--- src/hdl/phy_opmode_consts.vh ---
/*
  constants for the phy parameter / operation mode register bank:
  offsets, field positions, reset values and strap-derived defaults.
  assumes it is included by bare name from the design files only.
*/
// Notes on behaviour
// - control bit 0 set disables error retraining
// - read-only fields accept default loads externally
// - delta field 31:15, resets one, upstream only
// - lane mode bits 6:0 reset to zero
// - mode bits report straps, reset 0x0122
// - bit 23 gates all reference clock outputs
// - bit 23 reset value comes from strap
// - bits 22:16 enable pairs, reset 0x1f
`ifndef PHY_OPMODE_CONSTS_VH
`define PHY_OPMODE_CONSTS_VH

// register offsets (byte addresses)
`define OFS_PHY_LANE_DELTA 8'h90
`define OFS_PHY_TX_MARGIN 8'h94
`define OFS_OPMODE 8'h98
`define OFS_PHY_CONTROL 8'h9c

// field positions
`define LANE_MODE_HI 6
`define LANE_MODE_LO 0
`define DELTA_HI 31
`define DELTA_LO 15
`define MARGIN_HI 15
`define MARGIN_LO 0
`define MODE_HI 8
`define MODE_LO 0
`define CLKEN_HI 22
`define CLKEN_LO 16
`define CLK_GLOBAL_PD 23
`define L1PM_HI 27
`define L1PM_LO 24
`define RETRAIN_DIS_BIT 0

// reset values
`define LANE_MODE_RST 7'h00
`define DELTA_RST 17'h00001
`define MARGIN_RST 16'h116b
`define MODE_RST 9'h122
`define CLKEN_RST 7'h1f
`define L1PM_RST 4'h0
`define PHY_CONTROL_RST 8'h00

// load port field selects
`define SEL_LANE_MODE 3'h0
`define SEL_DELTA 3'h1
`define SEL_MARGIN 3'h2
`define SEL_MODE 3'h3
`define SEL_CLKCTL 3'h4
`define SEL_L1PM 3'h5
`define SEL_PHY_CONTROL 3'h6

`endif

--- src/hdl/phy_opmode_config_regs.v ---
/*
  phy parameter and operation mode register bank. software sees every
  field read-only through the config read port; defaults are replaced by
  a load port driven by the smbus/i2c slave or the eeprom autoloader.
  assumes one synchronous clock, reads answered one cycle later, and that
  the load master holds off while reset is asserted.
*/
`timescale 1ns/1ps
`include "phy_opmode_consts.vh"
module phy_opmode_config_regs #(
  parameter UPSTREAM = 1 // this instance is the upstream port's copy
) (
  // clock, reset, enable
  input wire sys_clk_in,
  input wire reset_in,
  input wire clk_en_in,
  // configuration space access
  input wire cfg_rd_in,
  input wire cfg_wr_in,
  input wire [7:0] cfg_addr_in,
  input wire [31:0] cfg_wdata_in,
  output reg [31:0] cfg_rdata_out,
  output reg cfg_rvalid_out,
  // default loads from smbus/i2c or eeprom
  input wire load_wr_in,
  input wire [2:0] load_sel_in,
  input wire [16:0] load_data_in,
  // upstream copy of the delta setting
  input wire [16:0] upstream_delta_in,
  // straps
  input wire eeprom_load_bypass_in,
  input wire quiescent_current_test_in,
  input wire fast_mode_in,
  input wire debug_mode_in,
  input wire phy_mode_in,
  input wire [1:0] package_select_in,
  input wire [1:0] placement_select_in,
  input wire refclk_buffer_powerdown_strap_in,
  // controls to the rest of the switch
  output reg phy_retrain_enable_out,
  output reg [6:0] reference_clock_output_pairs_en_out,
  output reg [6:0] phy_lane_mode_out,
  output reg [15:0] phy_tx_margin_out
);
  reg [6:0] lane_mode_q; // per-lane mode
  reg [16:0] delta_q; // global delta, local copy
  reg [15:0] margin_q; // tx margin
  reg [8:0] mode_q; // strap-derived operation mode
  reg clk_pd_q; // global clock buffer power-down
  reg [6:0] clk_en_q; // per-pair enables
  reg [3:0] l1pm_q; // l1 pm option
  reg [7:0] phy_control_byte_q; // phy control byte
  reg mode_loaded_q; // mode captured from straps once
  reg [31:0] rdata_d;
  wire strap_load;
  wire strap_level;
  wire [16:0] delta_eff;

  strap_capture u_strap (
    .sys_clk_in(sys_clk_in),
    .reset_in(reset_in),
    .clk_en_in(clk_en_in),
    .strap_in(refclk_buffer_powerdown_strap_in),
    .load_out(strap_load),
    .level_out(strap_level)
  );

  // downstream ports mirror the upstream value instead of their own
  assign delta_eff = (UPSTREAM != 0) ? delta_q : upstream_delta_in;

  // field storage: reset defaults, then strap and load-port overrides
  always @(posedge sys_clk_in) begin
    if (reset_in) begin
      lane_mode_q <= `LANE_MODE_RST;
      delta_q <= `DELTA_RST;
      margin_q <= `MARGIN_RST;
      mode_q <= `MODE_RST;
      clk_pd_q <= 1'b0;
      clk_en_q <= `CLKEN_RST;
      l1pm_q <= `L1PM_RST;
      phy_control_byte_q <= `PHY_CONTROL_RST;
      mode_loaded_q <= 1'b0;
    end else if (clk_en_in) begin
      // strap values land first; a same-cycle load still overrides below
      if (strap_load) begin
        clk_pd_q <= strap_level;
      end
      if (!mode_loaded_q) begin
        mode_q <= {placement_select_in, package_select_in, phy_mode_in, debug_mode_in,
                   fast_mode_in, quiescent_current_test_in, eeprom_load_bypass_in};
        mode_loaded_q <= 1'b1;
      end
      // software writes are dropped: all fields read-only to it
      if (load_wr_in) begin
        case (load_sel_in)
          `SEL_LANE_MODE: lane_mode_q <= load_data_in[6:0];
          `SEL_DELTA: begin
            if (UPSTREAM != 0) begin
              delta_q <= load_data_in;
            end
          end
          `SEL_MARGIN: margin_q <= load_data_in[15:0];
          `SEL_MODE: mode_q <= load_data_in[8:0];
          `SEL_CLKCTL: begin
            clk_en_q <= load_data_in[6:0];
            clk_pd_q <= load_data_in[7];
          end
          `SEL_L1PM: l1pm_q <= load_data_in[3:0];
          `SEL_PHY_CONTROL: phy_control_byte_q <= load_data_in[7:0];
          default: ; // unknown selects ignored
        endcase
      end
    end
  end

  // read mux; reserved bits left at zero
  always @* begin
    rdata_d = 32'h00000000;
    case (cfg_addr_in)
      `OFS_PHY_LANE_DELTA: begin
        rdata_d[`LANE_MODE_HI:`LANE_MODE_LO] = lane_mode_q;
        rdata_d[`DELTA_HI:`DELTA_LO] = delta_eff;
      end
      `OFS_PHY_TX_MARGIN: rdata_d[`MARGIN_HI:`MARGIN_LO] = margin_q;
      `OFS_OPMODE: begin
        rdata_d[`MODE_HI:`MODE_LO] = mode_q;
        rdata_d[`CLKEN_HI:`CLKEN_LO] = clk_en_q;
        rdata_d[`CLK_GLOBAL_PD] = clk_pd_q;
        rdata_d[`L1PM_HI:`L1PM_LO] = l1pm_q;
      end
      `OFS_PHY_CONTROL: rdata_d[7:0] = phy_control_byte_q;
      default: rdata_d = 32'h00000000; // unmapped reads zero
    endcase
  end

  // registered outputs; cfg_wr_in only suppresses cfg_rvalid_out and never changes a field
  always @(posedge sys_clk_in) begin
    if (reset_in) begin
      cfg_rdata_out <= 32'h00000000;
      cfg_rvalid_out <= 1'b0;
      phy_retrain_enable_out <= 1'b1;
      reference_clock_output_pairs_en_out <= 7'h00;
      phy_lane_mode_out <= `LANE_MODE_RST;
      phy_tx_margin_out <= `MARGIN_RST;
    end else if (clk_en_in) begin
      cfg_rvalid_out <= cfg_rd_in & ~cfg_wr_in;
      if (cfg_rd_in) begin
        cfg_rdata_out <= rdata_d;
      end
      phy_retrain_enable_out <= ~phy_control_byte_q[`RETRAIN_DIS_BIT];
      // global disable overrides every per-pair enable
      reference_clock_output_pairs_en_out <= clk_pd_q ? 7'h00 : clk_en_q;
      phy_lane_mode_out <= lane_mode_q;
      phy_tx_margin_out <= margin_q;
    end
  end
endmodule // phy_opmode_config_regs

--- src/hdl/strap_capture.v ---
/*
  strap capture: latches the clock-buffer power-down strap level in the
  first enabled cycle after reset release. assumes the strap is steady
  around reset and synchronous to sys_clk_in.
*/
`timescale 1ns/1ps
module strap_capture (
  // clock and reset
  input wire sys_clk_in,
  input wire reset_in,
  input wire clk_en_in,
  // strap
  input wire strap_in,
  // captured level and its one-cycle load request
  output reg load_out,
  output reg level_out
);
  reg armed_q; // high while a capture is still owed

  // reset arms and clears both outputs; the pin is sampled by the clock, never by the reset
  always @(posedge sys_clk_in) begin
    if (reset_in) begin
      armed_q <= 1'b1;
      load_out <= 1'b0;
      level_out <= 1'b0;
    end else if (clk_en_in) begin
      load_out <= armed_q; // pulse once after release
      if (armed_q) begin
        level_out <= strap_in;
      end
      armed_q <= 1'b0;
    end
  end
endmodule // strap_capture

--- config.mk ---
export PLATFORM = sky130hd
export DESIGN_NAME = phy_opmode_config_regs
export DESIGN_NICKNAME = d
export VERILOG_FILES = /design/src/hdl/phy_opmode_config_regs.v /design/src/hdl/strap_capture.v
export VERILOG_INCLUDE_DIRS = /design/src /design/src/hdl
export SDC_FILE = /design/constraint.sdc
export NUM_CORES = 1
export LEC_CHECK = 0
export BUFFER_PORTS_ARGS = -buffer_cell sky130_fd_sc_hd__buf_2
export CAP_MARGIN = 20
export CORE_ASPECT_RATIO = 1.25
export CORE_MARGIN = 4
export CORE_UTILIZATION = 35
export CTS_CLUSTER_SIZE = 20
export DETAILED_ROUTE_END_ITERATION = 8
export GPL_TIMING_DRIVEN = 0
export SYNTH_ARGS = -nofsm -noshare
export SYNTH_HDL_FRONTEND = slang
export SYNTH_HIERARCHICAL = 1
export SYNTH_SLANG_ARGS = --single-unit
--- constraint.sdc ---
create_clock -name sys_clk_in -period 1.8 [get_ports sys_clk_in]
set_input_delay 0.27 -clock sys_clk_in [delete_from_list [all_inputs] [get_ports sys_clk_in]]
set_output_delay 0.27 -clock sys_clk_in [all_outputs]
set_load 0.01 [all_outputs]
==> key figures, run 1 <==
Run status
  – Status: complete, no violations

Critical path
  – Maximum fanout along the worst path: 10
  – Critical Path Source Type: primary input
  – Crit end category: register
  – WS Path Type: in2reg
  – Worst Path Arrival: 1960 ps
  – Worst EP required: about 2100 ps

Die
  – Die area: 18,400 µm²
  – Die X: 122 µm
  – I/O pin count: between 150 and 200
  – Initial core utilization: between 30 and 40%
  – Area of the core: 15,800 µm²
  – DIE HEIGHT: ~150 µm
  – Row count: 51

Detailed routing
  – Post-Route WL: between 15 and 20 mm
  – DRC: 0
  – Post-DRT Antenna Nets: 0
  – Via density: approximately 5.4
  – Initial DRC count: between 400 and 500
  – Total number of vias: 5,259
  – WL/cell: approximately 20 µm
  – Number of detailed-route iterations in the first pass: 5

Logic synthesis
  – Mapped Avg Cell Area: 9.26 µm²
  – Mapped Cells: about 600
  – Syn nets: 707
  – Sequential fraction of the synthesis area: 48.3%
  – Synth warnings: 6
  – Ys async rst share: 0%
  – Synth cell types: 41
  – Dominant synthesized flop cell: dfxtp_1
  – Number of synthesized register bits: between 100 and 150
  – Mapped Area: 5680 µm²
  – Post-synth EDFFs: 0

Clocking
  – CTS Buffer Depth: 2
  – Clk sinks: 137
  – Root Buffer: clkbuf_16
  – CTS clk-pin slew, worst paths: ~60 ps
  – H-Tree Level Count: 4
  – CTS Buf Count: 17
  – Clock Latency Late Sink: ~420 ps
  – CTS tree: yes
  – Cts-stage hold buffer count: 0

GRT
  – Largest net degree at the start of global routing: 17
  – Tot GR Track Use: 20.9%
  – M1 GR Usage: 24.7%
  – Vias in the first global route: 5,168
  – Busiest grt layer: met2
  – Grt total ovfl: 0
  – Routing usage on met2: 36.9%
  – First-pass GRT wire length: 28.8 mm
  – Initial antenna violation count: 0
  – M3 GR Usage: 3.08%

Timing
  – Rel. slew slack: 50.0%
  – Endpoints failing setup: 0
  – Fin crit period: 1620 ps
  – Max Slew Vio Count: 0
  – Setup ws final: about 180 ps
  – Final worst path period share: 90.1%
  – TNS Setup: 0 ps
  – Slew @ Worst Pin: 750 ps
  – Worst Clk Skew: 5.10 ps
  – Fmax: 617 MHz
  – RSZ-0062 raised after global routing: false
  – Hold Fails Final Rpt: 0

Layout
  – Nets@finish: 833
  – N_diodes: 0
  – Share of layout cells above drive strength 1: 24.7%
  – Post-Layout Cell Count: 965
  – Synth-to-layout area growth: 25.1%

Place
  – Pre-CTS WS: -514 ps
  – Detail Placement HPWL: approximately 14 mm
  – DP Cell Count: 933
  – Port buffer count: between 100 and 150
  – Final GP Congestion: ~0.88

Run
  – Max Cap Viol: 0

Pwr
  – Max rail drop VDD: 548 µV
  – PD cells: 1040 nW/µm²
  – P_leak: a little under 0.003 µW

Min path
  – Hold crit path type: in2reg
## routing by layer
metal / vias to the layer above / wire length [µm]
met5: - / 0
met4: 0 / 788
met3: 60 / 1190
met2: 217 / 9680
met1: 2522 / 7480
li1: 2460 / -
## cells in the final DEF, fill, tap and decap left out, drive strengths merged, types with 2 or more instances in the layout
cell type and n:
and2 2, mux2i 36, bufinv 3, nand4b 2, clkbuf 47, nand3b 3, clkinvlp 2, dfxtp 137
clkinv 6, nand2b 5, a221o 3, and3b 10, nor2b 22, o31ai 12, or3b 2, o21ai 62
a221oi 7, buf 131, a211o 19, a21bo 2, mux2 5, nand4 11, nor2 26, mux4 7
or2 6, and3 12, inv 18, nand2 41, nand3 45, a21oi 63
## metrics by stage
step	power, µW	utilization, %	cell area, µm²	hold WS [ps]
floorplan	3540	-	5680	332
global placement	3790	41.1	6480	435
detailed placement	3800	41.1	6480	441
CTS	7420	45.1	7110	81.9
global route	7590	45.1	7110	90.6
finish	7390	45.1	7110	95.2
## cells by family (layout without fill, tap and decap cells)
kind of cell / after synthesis / after routing / share of synthesized area, %
flip-flops: 137 / 137 / 48.3
AO/OA/AOI/OAI: 171 / 171 / 17.9
multiplexers: 48 / 48 / 10.1
AND/OR/NAND/NOR: 190 / 190 / 18.5
buffers and inverters: 68 / 207 / 5.24
## critical path, cell delays in order
cell      delay (ps)
buf_2            140
buf_2            200
a21oi_2          530
clkbuf_1         610
nand2_1          100
o21ai_0          100
## state kept, by name, summed over array words and instances, names as in the netlist
signal                               flops
cfg_rdata_out                           32
delta_eff                               17
margin_q                                16
phy_tx_margin_out                       16
mode_q                                   9
phy_control_byte_q                       8
clk_en_q                                 7
lane_mode_q                              7
phy_lane_mode_out                        7
reference_clock_output_pairs_en_out      7
l1pm_q                                   4
cfg_rvalid_out                           1
clk_pd_q                                 1
mode_loaded_q                            1
phy_retrain_enable_out                   1
u_strap/armed_q                          1
u_strap/level_out                        1
u_strap/load_out                         1
## cell type report
cell class / instances / area, µm²
repair buffers: 107 / 536
plain buffers: 52 / 238
multi-input cells: 409 / 2650
fillers: 1567 / 8650
flip-flops and latches: 137 / 2740
inverters: 16 / 60.1
clock inverters: 13 / 168
clock buffers: 19 / 453
well taps: 212 / 265
## synthesized netlist by cell type, drive strengths merged, types with 6 or more instances
cell type  instances  area (µm²)
inv               16        60.1
and3b             10        87.6
a221oi             7        61.3
a211o             19         166
dfxtp            137        2740
and3              12        75.1
nand3             45         225
clkbuf            28         105
nand4             11        68.8
nand2             41         156
mux4               7         158
o21ai             62         310
buf               24         133
nor2b             22         138
a21oi             63         319
o31ai             12        90.1
nor2              26        97.6
mux2i             36         360
or2                6        37.5
## where the power goes
| part | switching, µW | internal, µW |
|---|---|---|
| Clock | 1380 | 2260 |
| Sequential | 39.5 | 3100 |
| Combinational | 391 | 215 |
## path summary, 6_finish.rpt
| path | start | endpoint | slack (ps) | depth (start not counted) |
|---|---|---|---|---|
| max | clk_en_in | cfg_rdata_out[4] | 180 | 6 |
| min | reset_in | u_strap/level_out | 100 | 2 |
| max reg2reg | mode_loaded_q | mode_q[1] | 370 | 4 |
| min reg2reg | cfg_rdata_out[31] | cfg_rdata_out[31] | 450 | 2 |
## timing repair
action,4_1_cts,5_1_grt
buffers inserted,0,0
resized for setup,1,0
hold endpoints to repair,0,0
endpoints found under the setup margin,10,0
Power figures use the tool's default switching activity.
==> run 2: changes to the inputs <==
--- a/config.mk
+++ b/config.mk
@@ -8,12 +8,13 @@
 export LEC_CHECK = 0
 export BUFFER_PORTS_ARGS = -buffer_cell sky130_fd_sc_hd__buf_2
 export CAP_MARGIN = 20
-export CORE_ASPECT_RATIO = 1.25
+export CORE_ASPECT_RATIO = 1.1
 export CORE_MARGIN = 4
 export CORE_UTILIZATION = 35
 export CTS_CLUSTER_SIZE = 20
 export DETAILED_ROUTE_END_ITERATION = 8
 export GPL_TIMING_DRIVEN = 0
+export RECOVER_POWER = 100
 export SYNTH_ARGS = -nofsm -noshare
 export SYNTH_HDL_FRONTEND = slang
 export SYNTH_HIERARCHICAL = 1
==> constraint.sdc (replaced) <==
create_clock -name sys_clk_in -period 1.5 [get_ports sys_clk_in]
set_input_delay 0.225 -clock sys_clk_in [delete_from_list [all_inputs] [get_ports sys_clk_in]]
set_output_delay 0.225 -clock sys_clk_in [all_outputs]
set_load 0.01 [all_outputs]
==> key figures, run 2 (synthesis gave the netlist of run 1 again) <==
Clocking
  – Root Buffer: clkbuf_16
  – CTS Buf Count: 17 (unchanged)
  – CTS tree: yes
  – Post-CTS Setup Bufs: 0 (unchanged)
  – CTS clk-pin slew, worst paths: 60 ps (about the same)
  – H-Tree Level Count: 4 (unchanged)
  – Clock Latency Late Sink: 430 ps (about the same)
  – Clk sinks: 137 (unchanged)
  – CTS Buffer Depth: 2 (unchanged)

Critical path
  – Worst EP required: 1810 ps (-320 ps)
  – Crit end category: register
  – Crit path max-delay family: buffers and inverters
  – Maximum fanout along the worst path: 10 (unchanged)
  – Worst Path Arrival: 1750 ps (-210 ps)
  – Slowest library cell on the worst path: nor3b_4
  – Critical Path Source Type: primary input
  – Worst Path Buf+Inv: 3 (unchanged)
  – CP max stage delay: 350 ps (-260 ps)
  – WS Path Type: in2reg
  – Most used cell, CP: clkbuf_2
  – Crit-path cells: clkbuf_2 > buf_2 > nor3b_4 > clkbuf_2 > nand2_1 > a211o_1

Detailed routing
  – Number of detailed-route iterations in the first pass: 5 (unchanged)
  – Initial DRC count: 449 (+11%)
  – Post-DRT Antenna Nets: 0 (unchanged)
  – DRC: 0 (unchanged)
  – Total number of vias: 5,171 (-1.7%)
  – Via density: 5.43 (-0.44%)
  – WL/cell: 19.6 µm (-1.1%)
  – Post-Route WL: 18.7 mm (-2.3%)

Layout
  – Most common cell after layout, fill and taps aside: dfxtp_1
  – Most frequent cells in the layout: dfxtp_1 (137), clkbuf_1 (98), a21oi_1 (63), o21ai_0 (62), buf_2 (46)
  – Largest register by flop count: cfg_rdata_out
  – Nets@finish: 833 (unchanged)
  – Max reg flops: 32 (unchanged)
  – Share of layout cells above drive strength 1: 15.5% (-9.2 points)
  – N_diodes: 0 (unchanged)
  – Synth-to-layout area growth: 23.1%
  – Post-Layout Cell Count: 953 (-1.2%)

Timing
  – Fin crit period: 1430 ps
  – Fmax: between 600 and 700 MHz
  – Final hold slack: 50.0 ps (-45.2 ps)
  – Hold Fails Final Rpt: 0 (unchanged)
  – Max Slew Vio Count: 0 (unchanged)
  – RSZ-0062 raised after global routing: false
  – Worst Clk Skew: 6.41 ps (+1.31 ps)
  – TNS Setup: 0 ps (unchanged)
  – Slew @ Worst Pin: 763 ps (+13.7 ps)
  – Rel. slew slack: 49.1% (-0.91 points)
  – Endpoints failing setup: 0 (unchanged)
  – Final worst path period share: 95.5%

Die
  – Die area: 18,300 µm² (about the same)
  – Initial core utilization: 36.0% (-0.077 points)
  – I/O pin count: 157 (unchanged)
  – Row count: 48 (-5.9%)
  – Area of the core: 15,800 µm² (+0.21%)
  – Die X: 130 µm (+6.2%)
  – DIE HEIGHT: 142 µm (-5.9%)

Pwr
  – Max rail drop VDD: 804 µV (+47%)
  – Total power: 8760 µW (+19%)
  – P_leak: 0.00271 µW (-8.6%)
  – PD cells: 1250 nW/µm² (+20%)

Place
  – DP Cell Count: 921 (-1.3%)
  – Final GP Congestion: 0.898 (+1.5%)
  – Port buffer count: 107 (unchanged)
  – Detail Placement HPWL: 13.7 mm (-2.6%)

GRT
  – Grt total ovfl: 0 (unchanged)
  – Tot GR Track Use: 20.6% (-0.26 points)
  – Vias in the first global route: 5,039 (-2.5%)
  – First-pass GRT wire length: 28.8 mm (about the same)
  – Largest net degree at the start of global routing: 17 (unchanged)
  – Initial antenna violation count: 0 (unchanged)

Run status
  – Status: complete, no violations

Min path
  – Hold crit path type: in2reg

Run
  – Max Cap Viol: 0 (unchanged)
[run 2: cell count changes in the layout (fill, tap and decap cells not counted), sizes merged]
cell	change
buf	-79
clkbuf	+84
clkinv	-2
clkinvlp	-1
inv	-2
[run 2: worst reg2reg max path: stages (launching register included)]
cell and delay (ps):
dfxtp_1 310, clkbuf_2 200, a21bo_1 200, clkbuf_2 210, a221o_1 390
[run 2: layout make-up]
| class | instances | area [µm²] |
|---|---|---|
| tap | 200 | 250 |
| timing repair buffer | 107 | 452 |
| inverter | 16 | 60.1 |
| buffer | 52 | 246 |
| fill | 1600 | 8800 |
| clock buffer | 24 | 482 |
| clock inverter | 8 | 118 |
| sequential | 137 | 2740 |
| multi-input combinational | 409 | 2650 |
[run 2: routing by layer]
layer | GRT usage [%] | wire (µm) | up-vias
met5 | 0 | 0 | -
met4 | 6.56 | 350 | 0
met3 | 4.82 | 1290 | 32
met2 | 32.0 | 8610 | 202
met1 | 28.5 | 8440 | 2478
li1 | - | - | 2459
[run 2: worst paths after layout]
check | cells past startpoint | from | to | slack, ps
max | 6 | load_sel_in[2] | margin_q[1] | 70
min | 3 | refclk_buffer_powerdown_strap_in | u_strap/level_out | 50
max reg2reg | 4 | mode_loaded_q | mode_q[1] | 80
min reg2reg | 2 | cfg_rdata_out[0] | cfg_rdata_out[0] | 450
[run 2: power by group]
| group | switching [µW] | leakage, µW | total [µW] | internal (µW) |
|---|---|---|---|---|
| registers | 51.5 | 0.00111 | 3770 | 3720 |
| clock network | 1530 | 0.000294 | 4270 | 2730 |
| logic | 467 | 0.00130 | 721 | 254 |
| total | 2050 | 0.00271 | 8760 | 6710 |
[run 2: what timing repair did]
item	in CTS	in global routing
endpoints found under the setup margin	18	19
gates resized for setup	3	8
hold buffers	0	0
[run 2: per-stage QoR]
| stage | area, µm² | utilization (%) | setup WS, ps |
|---|---|---|---|
| after detailed placement | 6470 | 41.0 | -477 |
| after CTS | 7070 | 44.8 | 21.2 |
| after floorplan | 5680 | - | 158 |
| after global routing | 7000 | 44.3 | 8.10 |
| final | 7000 | 44.3 | 67.3 |
| after global placement | 6470 | 41.0 | -403 |
